[config.mk]
export PLATFORM = sky130hd
export DESIGN_NAME = wdt_device_flat
export DESIGN_NICKNAME = d
export VERILOG_FILES = /design/src/core/wdt_pkg.sv /design/src/core/wdt_link_if.sv /design/src/core/wdt_device.sv /design/src/flat_wrapper.sv
export SDC_FILE = /design/constraint.sdc
export NUM_CORES = 1
export LEC_CHECK = 0
export BUFFER_PORTS_ARGS = -buffer_cell sky130_fd_sc_hd__buf_2
export CAP_MARGIN = 20
export CORE_MARGIN = 1.5
export CORE_UTILIZATION = 60
export CTS_BUF_LIST = sky130_fd_sc_hd__clkbuf_4
export CTS_CLUSTER_DIAMETER = 150
export CTS_CLUSTER_SIZE = 12
export DETAILED_ROUTE_END_ITERATION = 16
export PLACE_DENSITY = 0.84
export SYNTH_ARGS = -nofsm -noshare
export SYNTH_HDL_FRONTEND = slang
export SYNTH_SLANG_ARGS = --single-unit
[constraint.sdc]
create_clock -name REF_CLK -period 3.25 [get_ports REF_CLK]
set_input_delay 0.65 -clock REF_CLK [delete_from_list [all_inputs] [get_ports REF_CLK]]
set_output_delay 0.65 -clock REF_CLK [all_outputs]
set_load 0.005 [all_outputs]
[src/core/wdt_pkg.sv]
// Shared constants for the watchdog device end and the I/O host end.
// Assumes both ends run on one 50 MHz clock with a synchronous reset.
package wdt_pkg;
  //////////////////////////////////////////////////////////////////////////
  // Fixed I/O ports and key bytes.
  localparam logic [15:0] INDEX_PORT = 16'h0302;
  localparam logic [15:0] DATA_PORT  = 16'h0303;
  localparam logic [15:0] POST_PORT  = 16'h0080;
  localparam logic [7:0]  KEY_A      = 8'h46;
  localparam logic [7:0]  KEY_B      = 8'h57;
  // Configuration indices.
  localparam logic [7:0] IDX_LDS      = 8'h07;
  localparam logic [7:0] IDX_ACTIVATE = 8'h30;
  localparam logic [7:0] IDX_COUNT0   = 8'h38;
  localparam logic [7:0] IDX_COUNT1   = 8'h39;
  localparam logic [7:0] IDX_COUNT2   = 8'h3a;
  localparam logic [7:0] IDX_RELOAD0  = 8'h3b;
  localparam logic [7:0] IDX_RELOAD1  = 8'h3c;
  localparam logic [7:0] IDX_RELOAD2  = 8'h3d;
  localparam logic [7:0] IDX_STATUS   = 8'h3e;
  localparam logic [7:0] IDX_CONTROL  = 8'h3f;
  localparam logic [7:0] IDX_BASE_HI  = 8'h60;
  localparam logic [7:0] IDX_BASE_LO  = 8'h61;
  localparam logic [7:0] IDX_ROUTE    = 8'h70;
  localparam logic [7:0] IDX_STROBE   = 8'hf1;
  localparam logic [7:0] IDX_W1_LO    = 8'hf2;
  localparam logic [7:0] IDX_W1_HI    = 8'hf3;
  localparam logic [7:0] IDX_W2_LO    = 8'hf4;
  localparam logic [7:0] IDX_W2_HI    = 8'hf5;
  localparam logic [7:0] IDX_MASKS    = 8'hf6;
  // Reset values.
  localparam logic [7:0]  WATCHDOG_DEVICE = 8'h01;
  localparam logic [7:0]  LDS_RESET       = 8'h01;
  localparam logic [23:0] RELOAD_RESET    = 24'h004000;
  localparam logic [23:0] COUNT_MAX       = 24'hffffff;
  localparam logic [7:0]  CONTROL_RESET   = 8'h03;
  localparam logic [7:0]  MASKS_RESET     = 8'hff;
  localparam logic [7:0]  UNCLAIMED       = 8'hff;
  // Field positions.
  localparam int SM_W1_RD = 0;
  localparam int SM_W1_WR = 1;
  localparam int SM_W2_RD = 2;
  localparam int SM_W2_WR = 3;
  localparam int SM_POST  = 4;
  localparam int ST_EXPIRED = 0;
  localparam logic [3:0] ROUTE_OFF = 4'h0;
  localparam logic [3:0] ROUTE_SMI = 4'h2;
  // Time base derived from the reference clock.
  localparam int REF_CLK_HZ   = 50_000_000;
  localparam int TIME_BASE_HZ = 32_768;
  localparam int TICK_DIV     = REF_CLK_HZ / TIME_BASE_HZ;
  // Host register byte offsets and command bits.
  localparam logic [3:0] HOST_ADDR   = 4'h0;
  localparam logic [3:0] HOST_WDATA  = 4'h4;
  localparam logic [3:0] HOST_CMD    = 4'h8;
  localparam logic [3:0] HOST_STATUS = 4'hc;
  localparam int CMD_GO    = 0;
  localparam int CMD_WRITE = 1;
  localparam int CMD_ENTER = 2;
  localparam int CMD_EXIT  = 3;
  // Host sequencer states.
  typedef enum logic [2:0] {
    H_IDLE = 3'b001,
    H_REQ  = 3'b010,
    H_GAP  = 3'b100
  } host_state_t;
endpackage

[src/core/wdt_link_if.sv]
// Byte-wide I/O cycle link between the host end and the watchdog end.
// Assumes both ends share one clock; no clocking inside.
`timescale 1ns/1ps
interface wdt_link_if;
  logic        io_req;
  logic        io_wr;
  logic [15:0] io_addr;
  logic [7:0]  io_wdata;
  logic [7:0]  io_rdata;
  logic        io_ack;
  modport host_end (output io_req, output io_wr, output io_addr,
                    output io_wdata, input io_rdata, input io_ack);
  modport device_end (input io_req, input io_wr, input io_addr,
                      input io_wdata, output io_rdata, output io_ack);
endinterface // wdt_link_if

[src/core/wdt_device.sv]
// Watchdog logical device answering I/O cycles on the link.
// Assumes the host holds each request until acknowledged.
//
// Register access over Avalon-MM was decided locally.
`timescale 1ns/1ps
module wdt_device
  import wdt_pkg::*;
#(
  parameter int TICK_CYCLES = wdt_pkg::TICK_DIV
)(
  input  wire logic       REF_CLK,
  input  wire logic       RST,
  wdt_link_if.device_end  link,
  output logic            WD_IRQ,
  output logic [3:0]      WD_IRQ_LINE,
  output logic            WD_SMI,
  output logic            WD_RESET
);
  import wdt_pkg::*;
  logic [10:0] tick_cnt;
  logic [23:0] count, reload;
  logic [15:0] io_base, win1_base, win2_base;
  logic [7:0]  index, lds, control, masks, rdata, acc_idx, read_val;
  logic [4:0]  strobe_mode;
  logic [3:0]  route;
  logic        tick, cfg_mode, key_half, activate, expired, ack, take;
  logic        wr, at_index, at_data, io_hit, acc, acc_wr, dev_sel;
  logic        win1_hit, win2_hit, strobe, expire;
  //////////////////////////////////////////////////////////////////////////
  // The 32.768 kHz time base is a divider of the reference clock; the
  // integer divide makes each tick slightly faster than the ideal rate.
  always_ff @(posedge REF_CLK)
  begin
    if (RST || tick)
      tick_cnt <= '0;
    else
      tick_cnt <= tick_cnt + 11'd1;
  end
  assign tick = (tick_cnt == 11'(TICK_CYCLES - 1));
  //////////////////////////////////////////////////////////////////////////
  // Cycle decode. A request is taken once; the ack flop blocks a retake.
  assign take     = link.io_req && !ack;
  assign wr       = take && link.io_wr;
  assign at_index = cfg_mode && (link.io_addr == INDEX_PORT);
  assign at_data  = cfg_mode && (link.io_addr == DATA_PORT);
  assign dev_sel  = (lds == WATCHDOG_DEVICE);
  assign io_hit   = activate && !at_index && !at_data
                    && (link.io_addr[15:3] == io_base[15:3]);
  assign acc      = take && (at_data || io_hit);
  assign acc_wr   = acc && link.io_wr;
  // I/O offsets map onto the same indices as the data port.
  assign acc_idx  = io_hit ? (IDX_COUNT0 | {5'h00, link.io_addr[2:0]})
                           : index;

  // The low address bits picked by a mask are ignored in the compare.
  assign win1_hit = ((link.io_addr ^ win1_base)
                    & ~{12'h000, masks[7:4]}) == 16'h0000;
  assign win2_hit = ((link.io_addr ^ win2_base)
                    & ~{12'h000, masks[3:0]}) == 16'h0000;

  // Every restart source; the written value of the count is discarded.
  assign strobe =
    (acc_wr && (dev_sel || io_hit) && acc_idx >= IDX_COUNT0
      && acc_idx <= IDX_COUNT2)
    || (wr && link.io_addr == POST_PORT
      && strobe_mode[SM_POST])
    || (take && win1_hit && (link.io_wr ? strobe_mode[SM_W1_WR]
                                        : strobe_mode[SM_W1_RD]))
    || (take && win2_hit && (link.io_wr ? strobe_mode[SM_W2_WR]
                                        : strobe_mode[SM_W2_RD]));

  //////////////////////////////////////////////////////////////////////////
  // Key tracking on the index port. In configuration every write there
  // is also an index write, so the exit key leaves the index at 46h.
  always_ff @(posedge REF_CLK)
  begin
    if (RST)
    begin
      cfg_mode <= 1'b0;
      key_half <= 1'b0;
    end
    else if (wr && link.io_addr == INDEX_PORT)
    begin
      if (!cfg_mode)
      begin
        if (key_half && link.io_wdata == KEY_B)
          cfg_mode <= 1'b1;
        key_half <= (link.io_wdata == KEY_A);
      end
      else
      begin
        if (key_half && link.io_wdata == KEY_A)
          cfg_mode <= 1'b0;
        key_half <= (link.io_wdata == KEY_B);
      end
    end
  end

  // Index register behind the index port.
  always_ff @(posedge REF_CLK)
  begin
    if (RST)
      index <= 8'h00;
    else if (wr && at_index)
      index <= link.io_wdata;
  end
  //////////////////////////////////////////////////////////////////////////
  // Configuration storage. The device-select index is global; the rest
  // answers only while this device is selected or through its I/O range.
  always_ff @(posedge REF_CLK)
  begin
    if (RST)
    begin
      lds         <= LDS_RESET;
      activate    <= 1'b1;
      reload      <= RELOAD_RESET;
      control     <= CONTROL_RESET;
      io_base     <= 16'h0000;
      route       <= ROUTE_OFF;
      strobe_mode <= 5'h00;
      win1_base   <= 16'h0000;
      win2_base   <= 16'h0000;
      masks       <= MASKS_RESET;
    end
    else if (acc_wr && at_data && acc_idx == IDX_LDS)
      lds <= link.io_wdata;
    else if (acc_wr && (dev_sel || io_hit))
    begin
      unique case (acc_idx)
        IDX_ACTIVATE: activate       <= link.io_wdata[0];
        IDX_RELOAD0:  reload[7:0]    <= link.io_wdata;
        IDX_RELOAD1:  reload[15:8]   <= link.io_wdata;
        IDX_RELOAD2:  reload[23:16]  <= link.io_wdata;
        IDX_CONTROL:  control        <= link.io_wdata;
        IDX_BASE_HI:  io_base[15:8]  <= link.io_wdata;
        IDX_BASE_LO:  io_base[7:0]   <= link.io_wdata;
        IDX_ROUTE:    route          <= link.io_wdata[3:0];
        IDX_STROBE:   strobe_mode    <= link.io_wdata[4:0];
        IDX_W1_LO:    win1_base[7:0]  <= link.io_wdata;
        IDX_W1_HI:    win1_base[15:8] <= link.io_wdata;
        IDX_W2_LO:    win2_base[7:0]  <= link.io_wdata;
        IDX_W2_HI:    win2_base[15:8] <= link.io_wdata;
        IDX_MASKS:    masks          <= link.io_wdata;
        default:      activate       <= activate;
      endcase
    end
  end

  //////////////////////////////////////////////////////////////////////////
  // Countdown. Reset loads the maximum so an unprogrammed unit still
  // guards the boot; the count holds at zero once expired.
  always_ff @(posedge REF_CLK)
  begin
    if (RST)
      count <= COUNT_MAX;
    else if (strobe)
      count <= reload;
    else if (activate && tick && count != 24'h000000)
      count <= count - 24'h000001;
  end
  assign expire = activate && tick && !strobe
                  && count == 24'h000001;
  // Sticky expiry flag; a set in the clearing cycle wins.
  always_ff @(posedge REF_CLK)
  begin
    if (RST)
      expired <= 1'b0;
    else if (expire)
      expired <= 1'b1;
    else if (acc_wr && (dev_sel || io_hit) && acc_idx == IDX_STATUS
             && link.io_wdata[ST_EXPIRED])
      expired <= 1'b0;
  end
  //////////////////////////////////////////////////////////////////////////
  // Expiry action, held until the next restart. Route 0 falls back to a
  // system reset; routes printed as unsupported give no action at all.
  always_ff @(posedge REF_CLK)
  begin
    if (RST || strobe)
    begin
      WD_IRQ      <= 1'b0;
      WD_IRQ_LINE <= 4'h0;
      WD_SMI      <= 1'b0;
      WD_RESET    <= 1'b0;
    end
    else if (expire)
    begin
      unique case (route)
        ROUTE_OFF: WD_RESET <= 1'b1;
        ROUTE_SMI: WD_SMI   <= 1'b1;
        4'h8, 4'hd, 4'he, 4'hf: WD_RESET <= 1'b0;
        default:
        begin
          WD_IRQ      <= 1'b1;
          WD_IRQ_LINE <= route;
        end
      endcase
    end
  end
  //////////////////////////////////////////////////////////////////////////
  // Read value of the addressed register; reserved bits read as zero.
  always_comb
  begin
    read_val = 8'h00;
    if (at_index)
      read_val = index;
    else if (at_data && acc_idx == IDX_LDS)
      read_val = lds;
    else if (!(dev_sel || io_hit))
      read_val = UNCLAIMED;
    else
    begin
      unique case (acc_idx)
        IDX_ACTIVATE: read_val = {7'h00, activate};
        IDX_COUNT0:   read_val = count[7:0];
        IDX_COUNT1:   read_val = count[15:8];
        IDX_COUNT2:   read_val = count[23:16];
        IDX_RELOAD0:  read_val = reload[7:0];
        IDX_RELOAD1:  read_val = reload[15:8];
        IDX_RELOAD2:  read_val = reload[23:16];
        IDX_STATUS:   read_val = {7'h00, expired};
        IDX_CONTROL:  read_val = control;
        IDX_BASE_HI:  read_val = io_base[15:8];
        IDX_BASE_LO:  read_val = io_base[7:0];
        IDX_ROUTE:    read_val = {4'h0, route};
        IDX_STROBE:   read_val = {3'h0, strobe_mode};
        IDX_W1_LO:    read_val = win1_base[7:0];
        IDX_W1_HI:    read_val = win1_base[15:8];
        IDX_W2_LO:    read_val = win2_base[7:0];
        IDX_W2_HI:    read_val = win2_base[15:8];
        IDX_MASKS:    read_val = masks;
        default:      read_val = 8'h00;
      endcase
    end
  end
  // Every cycle, claimed or not, is acknowledged one clock after it is
  // taken, so the host can never hang on a stray address.
  always_ff @(posedge REF_CLK)
  begin
    if (RST)
    begin
      ack   <= 1'b0;
      rdata <= 8'h00;
    end
    else
    begin
      ack <= take;
      if (take && !link.io_wr)
        rdata <= (at_index || acc) ? read_val : UNCLAIMED;
    end
  end
  assign link.io_ack   = ack;
  assign link.io_rdata = rdata;
endmodule // wdt_device

[src/flat_wrapper.sv]
// flat-port wrapper written by rule: the top's interface ports become plain ports
module wdt_device_flat import wdt_pkg::*;
#(
  parameter int TICK_CYCLES = wdt_pkg::TICK_DIV
)
  (REF_CLK, RST, WD_IRQ, WD_IRQ_LINE, WD_SMI, WD_RESET, link_io_req, link_io_wr, link_io_addr, link_io_wdata, link_io_rdata, link_io_ack);
  wdt_link_if link_i ();
  input  wire logic REF_CLK;
  input  wire logic RST;
  output logic WD_IRQ;
  output logic [3:0] WD_IRQ_LINE;
  output logic WD_SMI;
  output logic WD_RESET;
  input wire logic [$bits(link_i.io_req)-1:0] link_io_req;
  input wire logic [$bits(link_i.io_wr)-1:0] link_io_wr;
  input wire logic [$bits(link_i.io_addr)-1:0] link_io_addr;
  input wire logic [$bits(link_i.io_wdata)-1:0] link_io_wdata;
  output wire logic [$bits(link_i.io_rdata)-1:0] link_io_rdata;
  output wire logic [$bits(link_i.io_ack)-1:0] link_io_ack;
  assign link_i.io_req = link_io_req;
  assign link_i.io_wr = link_io_wr;
  assign link_i.io_addr = link_io_addr;
  assign link_i.io_wdata = link_io_wdata;
  assign link_io_rdata = link_i.io_rdata;
  assign link_io_ack = link_i.io_ack;
  wdt_device #(.TICK_CYCLES(TICK_CYCLES)) u_core (.REF_CLK(REF_CLK), .RST(RST), .link(link_i), .WD_IRQ(WD_IRQ), .WD_IRQ_LINE(WD_IRQ_LINE), .WD_SMI(WD_SMI), .WD_RESET(WD_RESET));
endmodule
==> out/qor.txt <==
worst-margin pin slew = 0.9888 ns
Hold Crit Depth = 3
outcome = finished clean
Synth Warn # = 0
Post-DP Area = 10700 um^2
initial core utilization = 0.6090
Setup violations, final = 0
Setup crit start = u_core.io_base[13]$_SDFFE_PP0P_
Crit path buffers/inverters = 2
Post-Route WL = 39780 um
Hold WS = 0.3898 ns
slowest CP cell = or4_1
Crit. End Element = flop
PnR worst setup slack = 0.08723 ns
Crit Path Class = flop to flop
RSZ-0062 raised after global routing = no
worst clock skew = 0.03301 ns
number of global-route vias before repair = 9874
wire per inst = 25.77 um
number of I/O port buffers = 43
# H-tree levels = 4
Clk Latency, worst-skew pair = 0.60 ns
gr usage total = 0.4767
CP peak stage delay = 0.69 ns
Worst Path Arrival = 3.68 ns
Die ar. = 16780 um^2
R2R Path Start = u_core.io_base[13]$_SDFFE_PP0P_
CP Cell Sequence = xnor2_1 -> nand4_1 -> or4_1 -> buf_4 -> nor4_1 -> o21ai_0 -> buf_4 -> o211ai_1 -> a2111oi_0 -> nor2_1
Synth area leader = dfxtp_1
via count = 10708
fin nets = 1346
die width = 129.5 um
register area share after synthesis = 0.3502
final core utilization = 0.6984
Routed Antenna Nets = 0
Final Max Tran Viols = 0
CTS Buf Count = 17
Slew HR = 0.3368
Cell Area, Synth = 9604 um^2
largest net degree at the start of global routing = 72
ys async rst share = 0
core area = 15770 um^2
reg-to-reg endpoint = u_core.link.io_rdata[0]$_SDFFE_PP0P_
Hold Buf Count CTS = 0
Clock Sinks = 168
Post-synth top flop = dfxtp_1
syn_nets = 1254
pre-CTS WS = -0.2788 ns
Tmin final = 3.163 ns
# rows = 46
Post-CTS Setup Bufs = 0
clock-pin slew on the worst setup and hold paths = 0.16 ns
post-route cell area = 11010 um^2
synth top area cells = dfxtp_1 35%, nand2_1 7.3%, xnor2_1 5.6%, a21oi_1 5.3%, mux2i_1 5.0%
drt pass-1 iters = 7
Fin. Hold Viols = 0
number of flops mapped to enable cells by yosys = 0
fraction of layout instances using a drive strength above 1 = 0.1696
Die H = 129.5 um
CP dominant cell by count = buf_4
P&R area growth vs syn = 14.67%
CP required = 3.77 ns
R2R depth = 10
global-route wire length before repair = 58710 um
DR vias/cell = 6.935
fmax = 0.3162 GHz
Power per Cell Area = 330.6 nW/um^2
CTS tree = built
Cells after Synth = 1222
DR iter-0 viols = 1576
Yosys cell types = 83
VDD IR max = 0.3367 mV
initial antenna violation count = 1
IO Count = 44
worst-path fanout max = 5
Placer Congestion = 1.130
Worst Hold Launch = link_io_req
min-delay worst type = primary input to flop
Final period util = 0.9732
clk buf depth = 2
register bit total from synthesis = 168
hold path endpoint = u_core.link.io_ack$_SDFF_PP0_
static leakage = 3.918 nW
Detailed Place HPWL = 30070 um
total global routing overflow = 0
maxcap violations = 0
Avg Cell Area, Syn = 7.859 um^2
setup slack, reg-to-reg = 0.09 ns
Root Driver = clkbuf_4
CP Launch Type = flop
Crit path max-delay family = simple AND/OR/NAND/NOR gates
drc violations = 0
Synth top area share = 0.3502
## state kept, by name, indices dropped and copies added, names as in the netlist, 4 cells and up
signal,count
u_core.strobe_mode,5
u_core.win2_base,16
u_core.win1_base,16
u_core.tick_cnt,11
u_core.route,4
u_core.lds,8
u_core.io_base,16
u_core.link.io_rdata,8
u_core.count,24
u_core.control,8
u_core.reload,24
u_core.masks,8
u_core.index,8
u_core.WD_IRQ_LINE,4
## per-stage QoR
step                power [mW]  setup TNS, ns  std cells
floorplan                2.252              0       1222
finish                   3.641              0       1544
CTS                      3.640              0       1543
global placement         2.353         -2.814       1511
detailed placement       2.356         -3.843       1511
global route             3.732              0       1544
## metal layers
layer | track usage | vias up | wire, um
li1 | - | 4640 | -
met1 | 0.5925 | 4996 | 14740
met2 | 0.7106 | 834 | 16720
met3 | 0.1329 | 236 | 4982
met4 | 0.3405 | 2 | 3314
met5 | 0.01176 | - | 31
## where the power goes
group | leakage, nW | total, mW | switching, mW | internal [mW]
sequential | 1.36 | 2.08 | 0.00746 | 2.07
clock | 0.160 | 1.32 | 0.832 | 0.487
combinational | 2.40 | 0.243 | 0.171 | 0.0727
total | 3.92 | 3.64 | 1.01 | 2.63
## timing repair
| action | in CTS | in global routing |
|---|---|---|
| gates resized for setup | 0 | 2 |
| hold endpoints to repair | 0 | 0 |
| endpoints found under the setup margin | 0 | 9 |
## kinds of logic (layout without fill, tap and decap cells)
logic type | Yosys count | after routing | share of synthesized area
simple gates | 539 | 539 | 0.2781
compound gates | 277 | 277 | 0.1971
flops | 168 | 168 | 0.3502
buf+inv | 108 | 213 | 0.04638
xor+xnor | 77 | 77 | 0.07178
mux | 49 | 49 | 0.05120
fa+ha+maj | 4 | 4 | 0.005211
other cells | 0 | 1 | 0
## cell type report
type                       instances  area, um^2
multi-input combinational        946        5822
fill                            1344        4757
sequential                       168        3363
timing repair buffer             164        1189
tap                              216       270.3
clock inverter                    14       167.7
clock buffer                      18       135.1
inverter                          17       63.81
antenna                            1       2.502
## worst max path at each step
stage / slack (ns) / to / depth (start not counted)
after floorplan: 0.24 / u_core.link.io_rdata[0]$_SDFFE_PP0P_ / 10
after global placement: -0.24 / u_core.link.io_rdata[4]$_SDFFE_PP0P_ / 10
after detailed placement: -0.28 / u_core.link.io_rdata[4]$_SDFFE_PP0P_ / 10
after CTS: 0.17 / u_core.link.io_rdata[4]$_SDFFE_PP0P_ / 9
after global routing: 0.08 / u_core.link.io_rdata[4]$_SDFFE_PP0P_ / 9
final: 0.09 / u_core.link.io_rdata[0]$_SDFFE_PP0P_ / 10
## worst register-to-register path: cells and delay by family (launching register included)
family	cells	cell delay, ns
and+or+nand+nor	4	1.54
DFF	1	0.51
AOI/OAI and AO/OA	3	0.44
buffers and inverters	2	0.41
xor gates and xnor gates	1	0.18
## synth_stat cells, drive strengths merged, types with 5 or more instances
library cell	number
or3	6
xor2	14
o211ai	25
a21oi	101
nor2b	6
a22oi	18
nand2	190
a211oi	8
o21ai	36
nand3	92
o22ai	7
nor4	23
a2111oi	7
nor2	90
nand2b	6
mux2i	48
or4	9
clkbuf	63
and3	17
o22a	6
or2	5
a221oi	8
o221ai	6
a32oi	10
buf	28
inv	17
a22o	9
nor4b	9
dfxtp	168
xnor2	63
nor3	31
nand4	37
## cells in the final DEF (no fill, tap or decap), drive strengths merged, types with 18 or more instances in the layout
cell type / n
inv: 22
xnor2: 63
o211ai: 25
nand4: 37
a22oi: 18
mux2i: 48
nor2: 90
nor4: 23
buf: 164
nor3: 31
a21oi: 101
clkbuf: 18
nand2: 190
nand3: 92
dfxtp: 168
o21ai: 36
(Power assumes the default switching activity.)
